$ cat src/logic/tac_defines.vh
// Purpose: Constants of the thermal alert configuration registers
// Assumes: Register pointer of three bits, 16-bit register words
// Notes:   Definitions only
`ifndef TAC_DEFINES_VH
`define TAC_DEFINES_VH

// ----------------------------------------------------------------------
// Register pointers
// ----------------------------------------------------------------------
`define TAC_ADDR_FEATURE   3'h0
`define TAC_ADDR_SETUP     3'h1
`define TAC_ADDR_UPPER     3'h2

// ----------------------------------------------------------------------
// Feature report fields and fixed value
// ----------------------------------------------------------------------
`define TAC_FEAT_VALUE     16'h007f
`define TAC_FEAT_MASK      16'h00ff
`define TAC_FEAT_HALT_BHV  7
`define TAC_FEAT_TIMEOUT   6
`define TAC_FEAT_RES_HI    4
`define TAC_FEAT_RES_LO    3
`define TAC_FEAT_NEG       2
`define TAC_FEAT_GRADE     1
`define TAC_FEAT_ALARMS    0

// ----------------------------------------------------------------------
// Alert setup fields
// ----------------------------------------------------------------------
`define TAC_SET_MARGIN_HI  10
`define TAC_SET_MARGIN_LO  9
`define TAC_SET_HALT       8
`define TAC_SET_CRITLOCK   7
`define TAC_SET_ALARMLOCK  6
`define TAC_SET_CLEAR      5
`define TAC_SET_STATE      4
`define TAC_SET_ENABLE     3
`define TAC_SET_CRITONLY   2
`define TAC_SET_LEVEL      1
`define TAC_SET_MODE       0

// ----------------------------------------------------------------------
// Limit format and hysteresis steps of 1/16 degree
// ----------------------------------------------------------------------
`define TAC_LIMIT_MASK     16'h1ffc
`define TAC_THRESHOLD_MARGIN_SEL_NONE      8'h00
`define TAC_THRESHOLD_MARGIN_SEL_1P5       8'h18
`define TAC_THRESHOLD_MARGIN_SEL_3         8'h30
`define TAC_THRESHOLD_MARGIN_SEL_6         8'h60

// Comparison kinds
`define TAC_KIND_ABOVE     0
`define TAC_KIND_BELOW     1
`define TAC_KIND_CRIT      2

`endif

$ cat src/logic/tac_limit_cmp.v
// Purpose: One limit comparison with hysteresis on the recorded temperature
// Assumes: Temperature and limit in two's complement, 1/16 degree per step
// Notes:   Flag holds while the sensor is halted
`timescale 1ns/10ps
`default_nettype none
`include "tac_defines.vh"

module tac_limit_cmp #(
   parameter KIND = 0
) (
   // Clock and reset
   input  wire        clk,
   input  wire        rst,
   // Comparison inputs
   input  wire [12:0] temp,
   input  wire [15:0] limit,
   input  wire [7:0]  threshold_margin_sel,
   input  wire        run,
   // Result
   output reg         flag
);

   wire signed [13:0] t  = {temp[12], temp};
   wire signed [13:0] l  = {limit[12], limit[12:0]};
   wire signed [13:0] lh = l - $signed({6'h00, threshold_margin_sel});
   reg                setC;
   reg                clrC;

   // Set and end conditions; the end sits one margin below the limit, except for TAC_KIND_BELOW where the set does
   always @* begin
      case (KIND)
         `TAC_KIND_ABOVE: begin
            setC = (t > l);
            clrC = (t <= lh);
         end
         `TAC_KIND_BELOW: begin
            setC = (t < lh);
            clrC = (t >= l);
         end
         default: begin
            setC = (t >= l);
            clrC = (t < lh);
         end
      endcase
   end

   // Evaluated every cycle while run is high, so limit writes act at once
   always @(posedge clk or posedge rst) begin
      if (rst) begin
         flag <= 1'b0;
      end else if (run) begin
         if (setC) begin
            flag <= 1'b1;
         end else if (clrC) begin
            flag <= 1'b0;
         end
      end
   end

endmodule // tac_limit_cmp
`default_nettype wire

$ cat src/logic/tac_alert_latch.v
// Purpose: Recorded alert of interrupt mode with deferred clearing
// Assumes: Event and clear inputs are one-cycle pulses
// Notes:   A clear seen while critical waits until the critical flag drops
`timescale 1ns/10ps
`default_nettype none

module tac_alert_latch (
   // Clock and reset
   input  wire clk,
   input  wire rst,
   // Controls
   input  wire run,
   input  wire evt,
   input  wire critHot,
   input  wire clrReq,
   input  wire haltDrop,
   // Result
   output reg  state
);

   reg pending;

   // Set wins over clear; critical holds the alert up
   always @(posedge clk or posedge rst) begin
      if (rst) begin
         state   <= 1'b0;
         pending <= 1'b0;
      end else begin
         if (run && (evt || critHot)) begin
            state <= 1'b1;
         end else if (haltDrop) begin
            state <= 1'b0;
         end else if ((clrReq || pending) && !critHot) begin
            state <= 1'b0;
         end
         // Clear acknowledged now, executed when critical ends
         if (clrReq && critHot) begin
            pending <= 1'b1;
         end else if (!critHot) begin
            pending <= 1'b0;
         end
      end
   end

endmodule // tac_alert_latch
`default_nettype wire

$ cat src/logic/tac_alert_regs.v
// Purpose: Feature, alert setup and upper alarm registers with alert pin logic
// Assumes: Serial engine hands over pointer, data and one-cycle strobes
// Notes:   Lower and critical limits live outside and arrive as inputs
//
// How it works
// - Reserved high bits of feature and setup registers ignore writes, read zero.
// - Feature bit 7 says whether halting freezes or clears the alert state.
// - While halted, alert state may clear by request but never sets.
// - Feature bit 6 reports bus timeout window, 10-60 ms or 25-35 ms.
// - Feature bits 4:3 give resolution, half to sixteenth degree.
// - Feature bits 2:0 are fixed negative-range, precision and alarm flags.
// - Setup bits 10:9 select hysteresis: none, 1.5, 3 or 6 degrees.
// - Halt bit stops conversions and freezes the recorded temperature.
// - Halt clears at reset, cannot be set while locked, clears anytime.
// - Critical lock bit rejects critical limit writes; only reset clears it.
// - Alarm lock bit rejects upper and lower limit writes; only reset clears it.
// - Hysteresis, enable, level and mode bits frozen while either lock set.
// - Critical-only bit cannot be set while alarm lock is set.
// - Clear bit clears a recorded alert in interrupt mode; reads zero.
// - Clear seen while at or above the critical limit waits until the critical flag drops.
// - State copy bit shows alert pin assertion, polarity free, gated by enable.
// - Disabled pin sits inactive; enabled pin follows the alert logic.
// - Critical-only bit restricts alert sources to critical crossings.
// - Level bit sets pin polarity; pin is open-drain either way.
// - Mode bit selects comparator or interrupt behaviour.
// - Upper limit holds sign in bit 12, bits 15:13 and 1:0 read zero.
// - Interrupt mode asserts on each window crossing until cleared.
// - Comparator asserts outside window; critical-only asserts at or above critical.
// - While not halted, alert re-evaluates at once when a limit changes.
`timescale 1ns/10ps
`default_nettype none
`include "tac_defines.vh"

module tac_alert_regs (
   // Clock and reset
   input  wire        clk,
   input  wire        rst,
   // Register access from the serial engine
   input  wire [2:0]  regAddr,
   input  wire [15:0] regWrData,
   input  wire        regWrite,
   output reg  [15:0] regRdData,
   // Converter
   input  wire [12:0] sampleTemp,
   input  wire        sampleValid,
   output reg         convRun,
   output reg  [12:0] recordedTemp,
   // Limits held outside this block
   input  wire [15:0] lowerLimit,
   input  wire [15:0] criticalLimit,
   output reg         alarmLimitFreeze,
   output reg         critLimitFreeze,
   // Open-drain alert pin
   output reg         alertPinOut,
   output reg         alertPinOe
);

   // ----------------------------------------------------------------------
   // Helpers
   // ----------------------------------------------------------------------

   // Hysteresis select to 1/16 degree steps
   function [7:0] marginSteps;
      input [1:0] sel;
      begin
         case (sel)
            2'b00:   marginSteps = `TAC_THRESHOLD_MARGIN_SEL_NONE;
            2'b01:   marginSteps = `TAC_THRESHOLD_MARGIN_SEL_1P5;
            2'b10:   marginSteps = `TAC_THRESHOLD_MARGIN_SEL_3;
            default: marginSteps = `TAC_THRESHOLD_MARGIN_SEL_6;
         endcase
      end
   endfunction

   // Pointer decode, used for writes and reads
   function isAddr;
      input [2:0] a;
      input [2:0] b;
      begin
         isAddr = (a == b);
      end
   endfunction

   // ----------------------------------------------------------------------
   // Setup register state
   // ----------------------------------------------------------------------
   reg  [1:0]  thresholdMarginSel;
   reg         sensorHalt;
   reg         alertEnable;
   reg         critAloneSel;
   reg         alertLevelSel;
   reg         alertMode;
   reg  [15:0] upperAlarmThreshold;
   reg         haltPrev;
   reg         compState;
   reg  [2:0]  flagPrev;

   wire        setupWr = regWrite && isAddr(regAddr, `TAC_ADDR_SETUP);
   wire        upperWr = regWrite && isAddr(regAddr, `TAC_ADDR_UPPER);
   wire        lockAny = critLimitFreeze || alarmLimitFreeze;
   wire [15:0] featureReport = `TAC_FEAT_VALUE & `TAC_FEAT_MASK;
   wire        haltClears = featureReport[`TAC_FEAT_HALT_BHV];

   // Setup writes with lock interlocks; old lock values gate this write
   always @(posedge clk or posedge rst) begin
      if (rst) begin
         thresholdMarginSel <= 2'b00;
         sensorHalt         <= 1'b0;
         critLimitFreeze    <= 1'b0;
         alarmLimitFreeze   <= 1'b0;
         alertEnable        <= 1'b0;
         critAloneSel       <= 1'b0;
         alertLevelSel      <= 1'b0;
         alertMode          <= 1'b0;
      end else if (setupWr) begin
         if (regWrData[`TAC_SET_CRITLOCK]) begin
            critLimitFreeze <= 1'b1;
         end
         if (regWrData[`TAC_SET_ALARMLOCK]) begin
            alarmLimitFreeze <= 1'b1;
         end
         if (!regWrData[`TAC_SET_HALT]) begin
            sensorHalt <= 1'b0;
         end else if (!lockAny) begin
            sensorHalt <= 1'b1;
         end
         if (!lockAny) begin
            thresholdMarginSel <= regWrData[`TAC_SET_MARGIN_HI:`TAC_SET_MARGIN_LO];
            alertEnable        <= regWrData[`TAC_SET_ENABLE];
            alertLevelSel      <= regWrData[`TAC_SET_LEVEL];
            alertMode          <= regWrData[`TAC_SET_MODE];
         end
         if (!regWrData[`TAC_SET_CRITONLY] || !alarmLimitFreeze) begin
            critAloneSel <= regWrData[`TAC_SET_CRITONLY];
         end
      end
   end

   // Upper limit; unused low and high bits are forced to zero
   always @(posedge clk or posedge rst) begin
      if (rst) begin
         upperAlarmThreshold <= 16'h0000;
      end else if (upperWr && !alarmLimitFreeze) begin
         upperAlarmThreshold <= regWrData & `TAC_LIMIT_MASK;
      end
   end

   // ----------------------------------------------------------------------
   // Converter hold
   // ----------------------------------------------------------------------

   // Samples are only recorded while running; halt freezes the reading
   always @(posedge clk or posedge rst) begin
      if (rst) begin
         recordedTemp <= 13'h0000;
         convRun      <= 1'b0;
      end else begin
         convRun <= !sensorHalt;
         if (sampleValid && !sensorHalt) begin
            recordedTemp <= sampleTemp;
         end
      end
   end

   // ----------------------------------------------------------------------
   // Limit comparisons: upper, lower, critical
   // ----------------------------------------------------------------------
   wire [2:0]  limitFlag;
   wire [47:0] limitBus = {criticalLimit, lowerLimit, upperAlarmThreshold};
   wire [7:0]  margin   = marginSteps(thresholdMarginSel);

   genvar gi;
   generate
      for (gi = 0; gi < 3; gi = gi + 1) begin : gCmp
         tac_limit_cmp #(
            .KIND (gi)
         ) uCmp (
            .clk   (clk),
            .rst   (rst),
            .temp  (recordedTemp),
            .limit (limitBus[gi*16 +: 16]),
            .threshold_margin_sel  (margin),
            .run   (!sensorHalt),
            .flag  (limitFlag[gi])
         );
      end
   endgenerate

   // ----------------------------------------------------------------------
   // Alert decision
   // ----------------------------------------------------------------------
   wire critHot    = limitFlag[2];
   wire windowOut  = critAloneSel ? critHot : (|limitFlag);
   wire flagChange = critAloneSel ? (critHot && !flagPrev[2])
                                  : (|(limitFlag[1:0] ^ flagPrev[1:0]))
                                    || (critHot && !flagPrev[2]);
   wire haltRise   = sensorHalt && !haltPrev;
   wire haltDrop   = haltRise && haltClears;
   wire clrReq     = setupWr && regWrData[`TAC_SET_CLEAR] && alertMode;
   wire latchState;

   // Edge history and the comparator-mode state
   always @(posedge clk or posedge rst) begin
      if (rst) begin
         flagPrev  <= 3'b000;
         haltPrev  <= 1'b0;
         compState <= 1'b0;
      end else begin
         flagPrev <= limitFlag;
         haltPrev <= sensorHalt;
         if (haltDrop) begin
            compState <= 1'b0;
         end else if (!sensorHalt) begin
            compState <= windowOut;
         end
      end
   end

   tac_alert_latch uLatch (
      .clk      (clk),
      .rst      (rst),
      .run      (!sensorHalt),
      .evt      (flagChange),
      .critHot  (critHot),
      .clrReq   (clrReq),
      .haltDrop (haltDrop),
      .state    (latchState)
   );

   wire alertState = alertMode ? latchState : compState;
   wire asserted   = alertState && alertEnable;

   // Open-drain pin: active low pulls when asserted, active high pulls when idle
   always @(posedge clk or posedge rst) begin
      if (rst) begin
         alertPinOut <= 1'b0;
         alertPinOe  <= 1'b0;
      end else begin
         alertPinOut <= 1'b0;
         alertPinOe  <= asserted ^ alertLevelSel;
      end
   end

   // ----------------------------------------------------------------------
   // Read back
   // ----------------------------------------------------------------------
   wire [15:0] setupView = {5'h00, thresholdMarginSel, sensorHalt, critLimitFreeze,
                            alarmLimitFreeze, 1'b0, asserted, alertEnable,
                            critAloneSel, alertLevelSel, alertMode};

   // Data for the current pointer, registered; other pointers read zero here
   always @(posedge clk or posedge rst) begin
      if (rst) begin
         regRdData <= 16'h0000;
      end else if (isAddr(regAddr, `TAC_ADDR_FEATURE)) begin
         regRdData <= featureReport;
      end else if (isAddr(regAddr, `TAC_ADDR_SETUP)) begin
         regRdData <= setupView;
      end else if (isAddr(regAddr, `TAC_ADDR_UPPER)) begin
         regRdData <= upperAlarmThreshold;
      end else begin
         regRdData <= 16'h0000;
      end
   end

endmodule // tac_alert_regs
`default_nettype wire

$ cat config.mk
export PLATFORM = sky130hd
export DESIGN_NAME = tac_alert_regs
export DESIGN_NICKNAME = d
export VERILOG_FILES = /design/src/logic/tac_limit_cmp.v /design/src/logic/tac_alert_latch.v /design/src/logic/tac_alert_regs.v
export VERILOG_INCLUDE_DIRS = /design/src /design/src/logic
export SDC_FILE = /design/constraint.sdc
export NUM_CORES = 1
export LEC_CHECK = 0
export BUFFER_PORTS_ARGS = -buffer_cell sky130_fd_sc_hd__buf_2
export CAP_MARGIN = 30
export CELL_PAD_IN_SITES_DETAIL_PLACEMENT = 1
export CELL_PAD_IN_SITES_GLOBAL_PLACEMENT = 1
export CORE_MARGIN = 2
export CORE_UTILIZATION = 47
export DETAILED_ROUTE_END_ITERATION = 8
export PLACE_DENSITY = 0.93
export SLEW_MARGIN = 40
export SYNTH_ARGS = -nofsm -noshare
export SYNTH_HDL_FRONTEND = slang
export SYNTH_HIERARCHICAL = 1
export SYNTH_SLANG_ARGS = --single-unit
$ cat constraint.sdc
create_clock -name clk -period 10.6 [get_ports clk]
set_input_delay 1.59 -clock clk [delete_from_list [all_inputs] [get_ports clk]]
set_output_delay 1.59 -clock clk [all_outputs]
set_load 0.05 [all_outputs]
==> impl_results.md <==
- Post-route insts no fill: 888
- Drt drc: 0
- Dpl hpwl: 15.0 mm
- Share of cells above drive strength 1: 18.8%
- Worst min path class: flop to flop
- TNS Setup: 0 ns
- Clock Skew: 0.00688 ns
- Peak Freq: 224 MHz
- Global-route wire length before repair: 33.7 mm
- IO buf count: 88
- Area occupied by multi-input gates: 4000 um2
- Area delta synth->final: 17.0%
- Register area: 1430 um2
- CP endpoint kind: flop
- Most frequent cell after synthesis: ha_1
- WS Path Type: flop to flop
- Pre-antenna DRT Iters: 5
- Top cells by count, synth: 106 x ha_1, 88 x inv_1, 57 x dfrtp_1, 42 x a21oi_1, 33 x nand2_1
- Num ports: 102
- Ant diodes: 0
- VDD IR max: 0.0000969 V
- Top cells by area, synth: dfrtp_1 25%, ha_1 23%, inv_1 5.7%
- Yosys warns: 6
- Arr. time, crit path: 4.67 ns
- Pins Over Slew Limit: 0
- Antenna viol nets, final: 0
- Die height: 115 um
- Top_reg_cell synth: dfrtp_1
- Vias in the first global route: 6228
- Placed cells: 872
- Worst EP required: 10.80 ns
- Total Power: 1.87 mW
- Sequential-to-total area share from yosys stat: 24.8%
- Die X: 115 um
- Initial antenna violation count: 0
- Routability cong.: 0.920
- Post-DR wirelength/cell: 24.4 um
- Final hold vios: 0
- Row cnt: 40
- Post-route clock period utilization: 42.1%
- Post-layout nets: 913
- Syn Area/Cell: 9.17 um2
- Post-synth EDFFs: 0
- Root Driver: clkbuf_16
- Slew headroom: 49.0%
- Leakage: 3.50 nW
- CTS Hold Bufs: 0
- Initial Utilization: 48.0%
- Power Dens Cells: 279 nW/um2
- Vias: 5534
- Final critical-path setup slack: 6.13 ns
- Total Routing Usage GR: 33.7%
- Reg clk slew, reported paths: 0.06 ns
- Actual slew at the worst max-slew pin: 0.761 ns
- Cell type with the largest total area after synthesis: dfrtp_1
- Post-Route WL: 21.6 mm
- Via-to-Cell Ratio: 6.23
- Hold path depth: 1
- Setup Buffers After CTS: 0
- Final Critical Period: 4.47 ns
- DRT iter0 DRCs: 314
- CTS tree: built
- Post-Syn Area: 5750 um2
- Maximum fanout along the worst path: 5
- Die Area: 13100 um2
- CORE AREA: 12000 um2
- R2R depth: 16
- Largest net degree at the start of global routing: 53
- Global route overflow: 0
- Crit start category: flop
- Worst slack at placement: 6.19 ns
- Sink Count: 57
- Max-cap violations: 0
- Total CTS buffers: 9
- Post_cts resized: 0
- Final setup fails: 0
- Clk_lat worst skew: 0.33 ns
- Count of state elements after synthesis: 57
- Yosys top cell area share: 24.8%
- Ys async rst share: 100%
- # H-tree levels: 3
- Fill cell count: 1416
- Status: finished clean
- Synth Instances: 627
- CTS Buffer Depth: 2
- Synth cell types: 81
- Unrepaired setup endpoints after global routing: no
==> routing by layer <==
| layer | track usage [%] | share of wire [%] | up-vias |
|---|---|---|---|
| met1 | 38.6 | 39 | 2760 |
| met3 | 5.29 | 5.3 | 95 |
| met4 | 19.9 | 5.7 | 0 |
| met5 | 0 | 0 | - |
| met2 | 59.3 | 50 | 248 |
| li1 | - | - | 2431 |
==> power breakdown <==
part / internal, mW / switching (mW) / leakage, nW
combinational: 0.432 / 0.690 / 2.65
clock: 0.219 / 0.110 / 0.163
sequential: 0.281 / 0.142 / 0.687
total: 0.932 / 0.942 / 3.50
==> path summary, 6_finish.rpt <==
check,start,endpoint,slack (ns)
max,thresholdMarginSel[0],gCmp[0].uCmp/flag,6.13
min,alertLevelSel,alertPinOe,0.52
max reg2reg,thresholdMarginSel[0],gCmp[0].uCmp/flag,6.13
min reg2reg,alertLevelSel,alertPinOe,0.52
max in group asynchronous,rst,regRdData[12],8.71
min in group asynchronous,rst,gCmp[1].uCmp/flag,1.19
==> final cells by class <==
| type | count | share of cell area (%) |
|---|---|---|
| clock buffer | 12 | 3.82 |
| clock inverter | 4 | 1.10 |
| inverter | 88 | 4.95 |
| multi-input combinational | 491 | 59.5 |
| sequential | 57 | 21.2 |
| tap | 147 | 2.74 |
| timing repair buffer | 89 | 6.66 |
==> critical path: stages, from the launching register on <==
cell,delay (ns)
dfrtp_1,0.47
inv_1,0.11
ha_1,0.30
inv_1,0.14
inv_1,0.07
ha_1,0.33
or2_2,0.14
a21oi_1,0.06
a21oi_1,0.40
mux2i_1,0.17
a311oi_1,0.49
ha_1,0.38
a21oi_1,0.24
a21oi_2,0.10
a2111oi_4,0.36
a221oi_1,0.15
or3_1,0.41
==> sequential cells by signal, summed over array words and instances (netlist names) <==
name,count
thresholdMarginSel,2
compState,1
flagPrev,3
alarmLimitFreeze,1
gCmp.uCmp/flag,3
critAloneSel,1
uLatch/pending,1
convRun,1
alertPinOe,1
alertMode,1
upperAlarmThreshold,11
recordedTemp,13
alertLevelSel,1
sensorHalt,1
regRdData,13
uLatch/state,1
critLimitFreeze,1
alertEnable,1
==> placed cells by master, fill, tap and decap left out, types with 4 or more instances in the layout <==
cell type,instances
mux2_1,19
a22oi_1,4
mux2_4,11
a31oi_1,5
ha_1,106
a21o_1,15
nor4_1,4
o21a_1,6
xor2_1,14
conb_1,24
buf_2,88
nand2_1,33
inv_1,87
nand2b_1,11
nand4_1,10
o31ai_1,4
o21ai_0,13
nand3b_1,4
nand3_1,17
xnor2_1,16
clkbuf_16,9
nor3_1,8
nor2_1,32
o211ai_1,6
and3_1,4
a211oi_1,4
dfrtp_1,57
a21oi_1,42
nor2b_1,6
==> cells by family after synthesis <==
family | synth area share [%]
simple gates | 15.3
compound gates | 17.1
fa+ha+maj | 24.1
buf+inv | 7.10
flops | 24.8
mux | 6.97
xor+xnor | 4.57
other cells | 0.0653
==> per-stage QoR <==
stage                     hold slack, ns  util [%]  instance area [um2]
after floorplan                    0.414         -                 5830
after global placement             0.465      53.4                 6390
after detailed placement           0.477      53.4                 6390
after CTS                          0.514      56.2                 6720
after global routing               0.528      56.2                 6720
final                              0.520      56.2                 6720
Power figures use the tool's default switching activity.
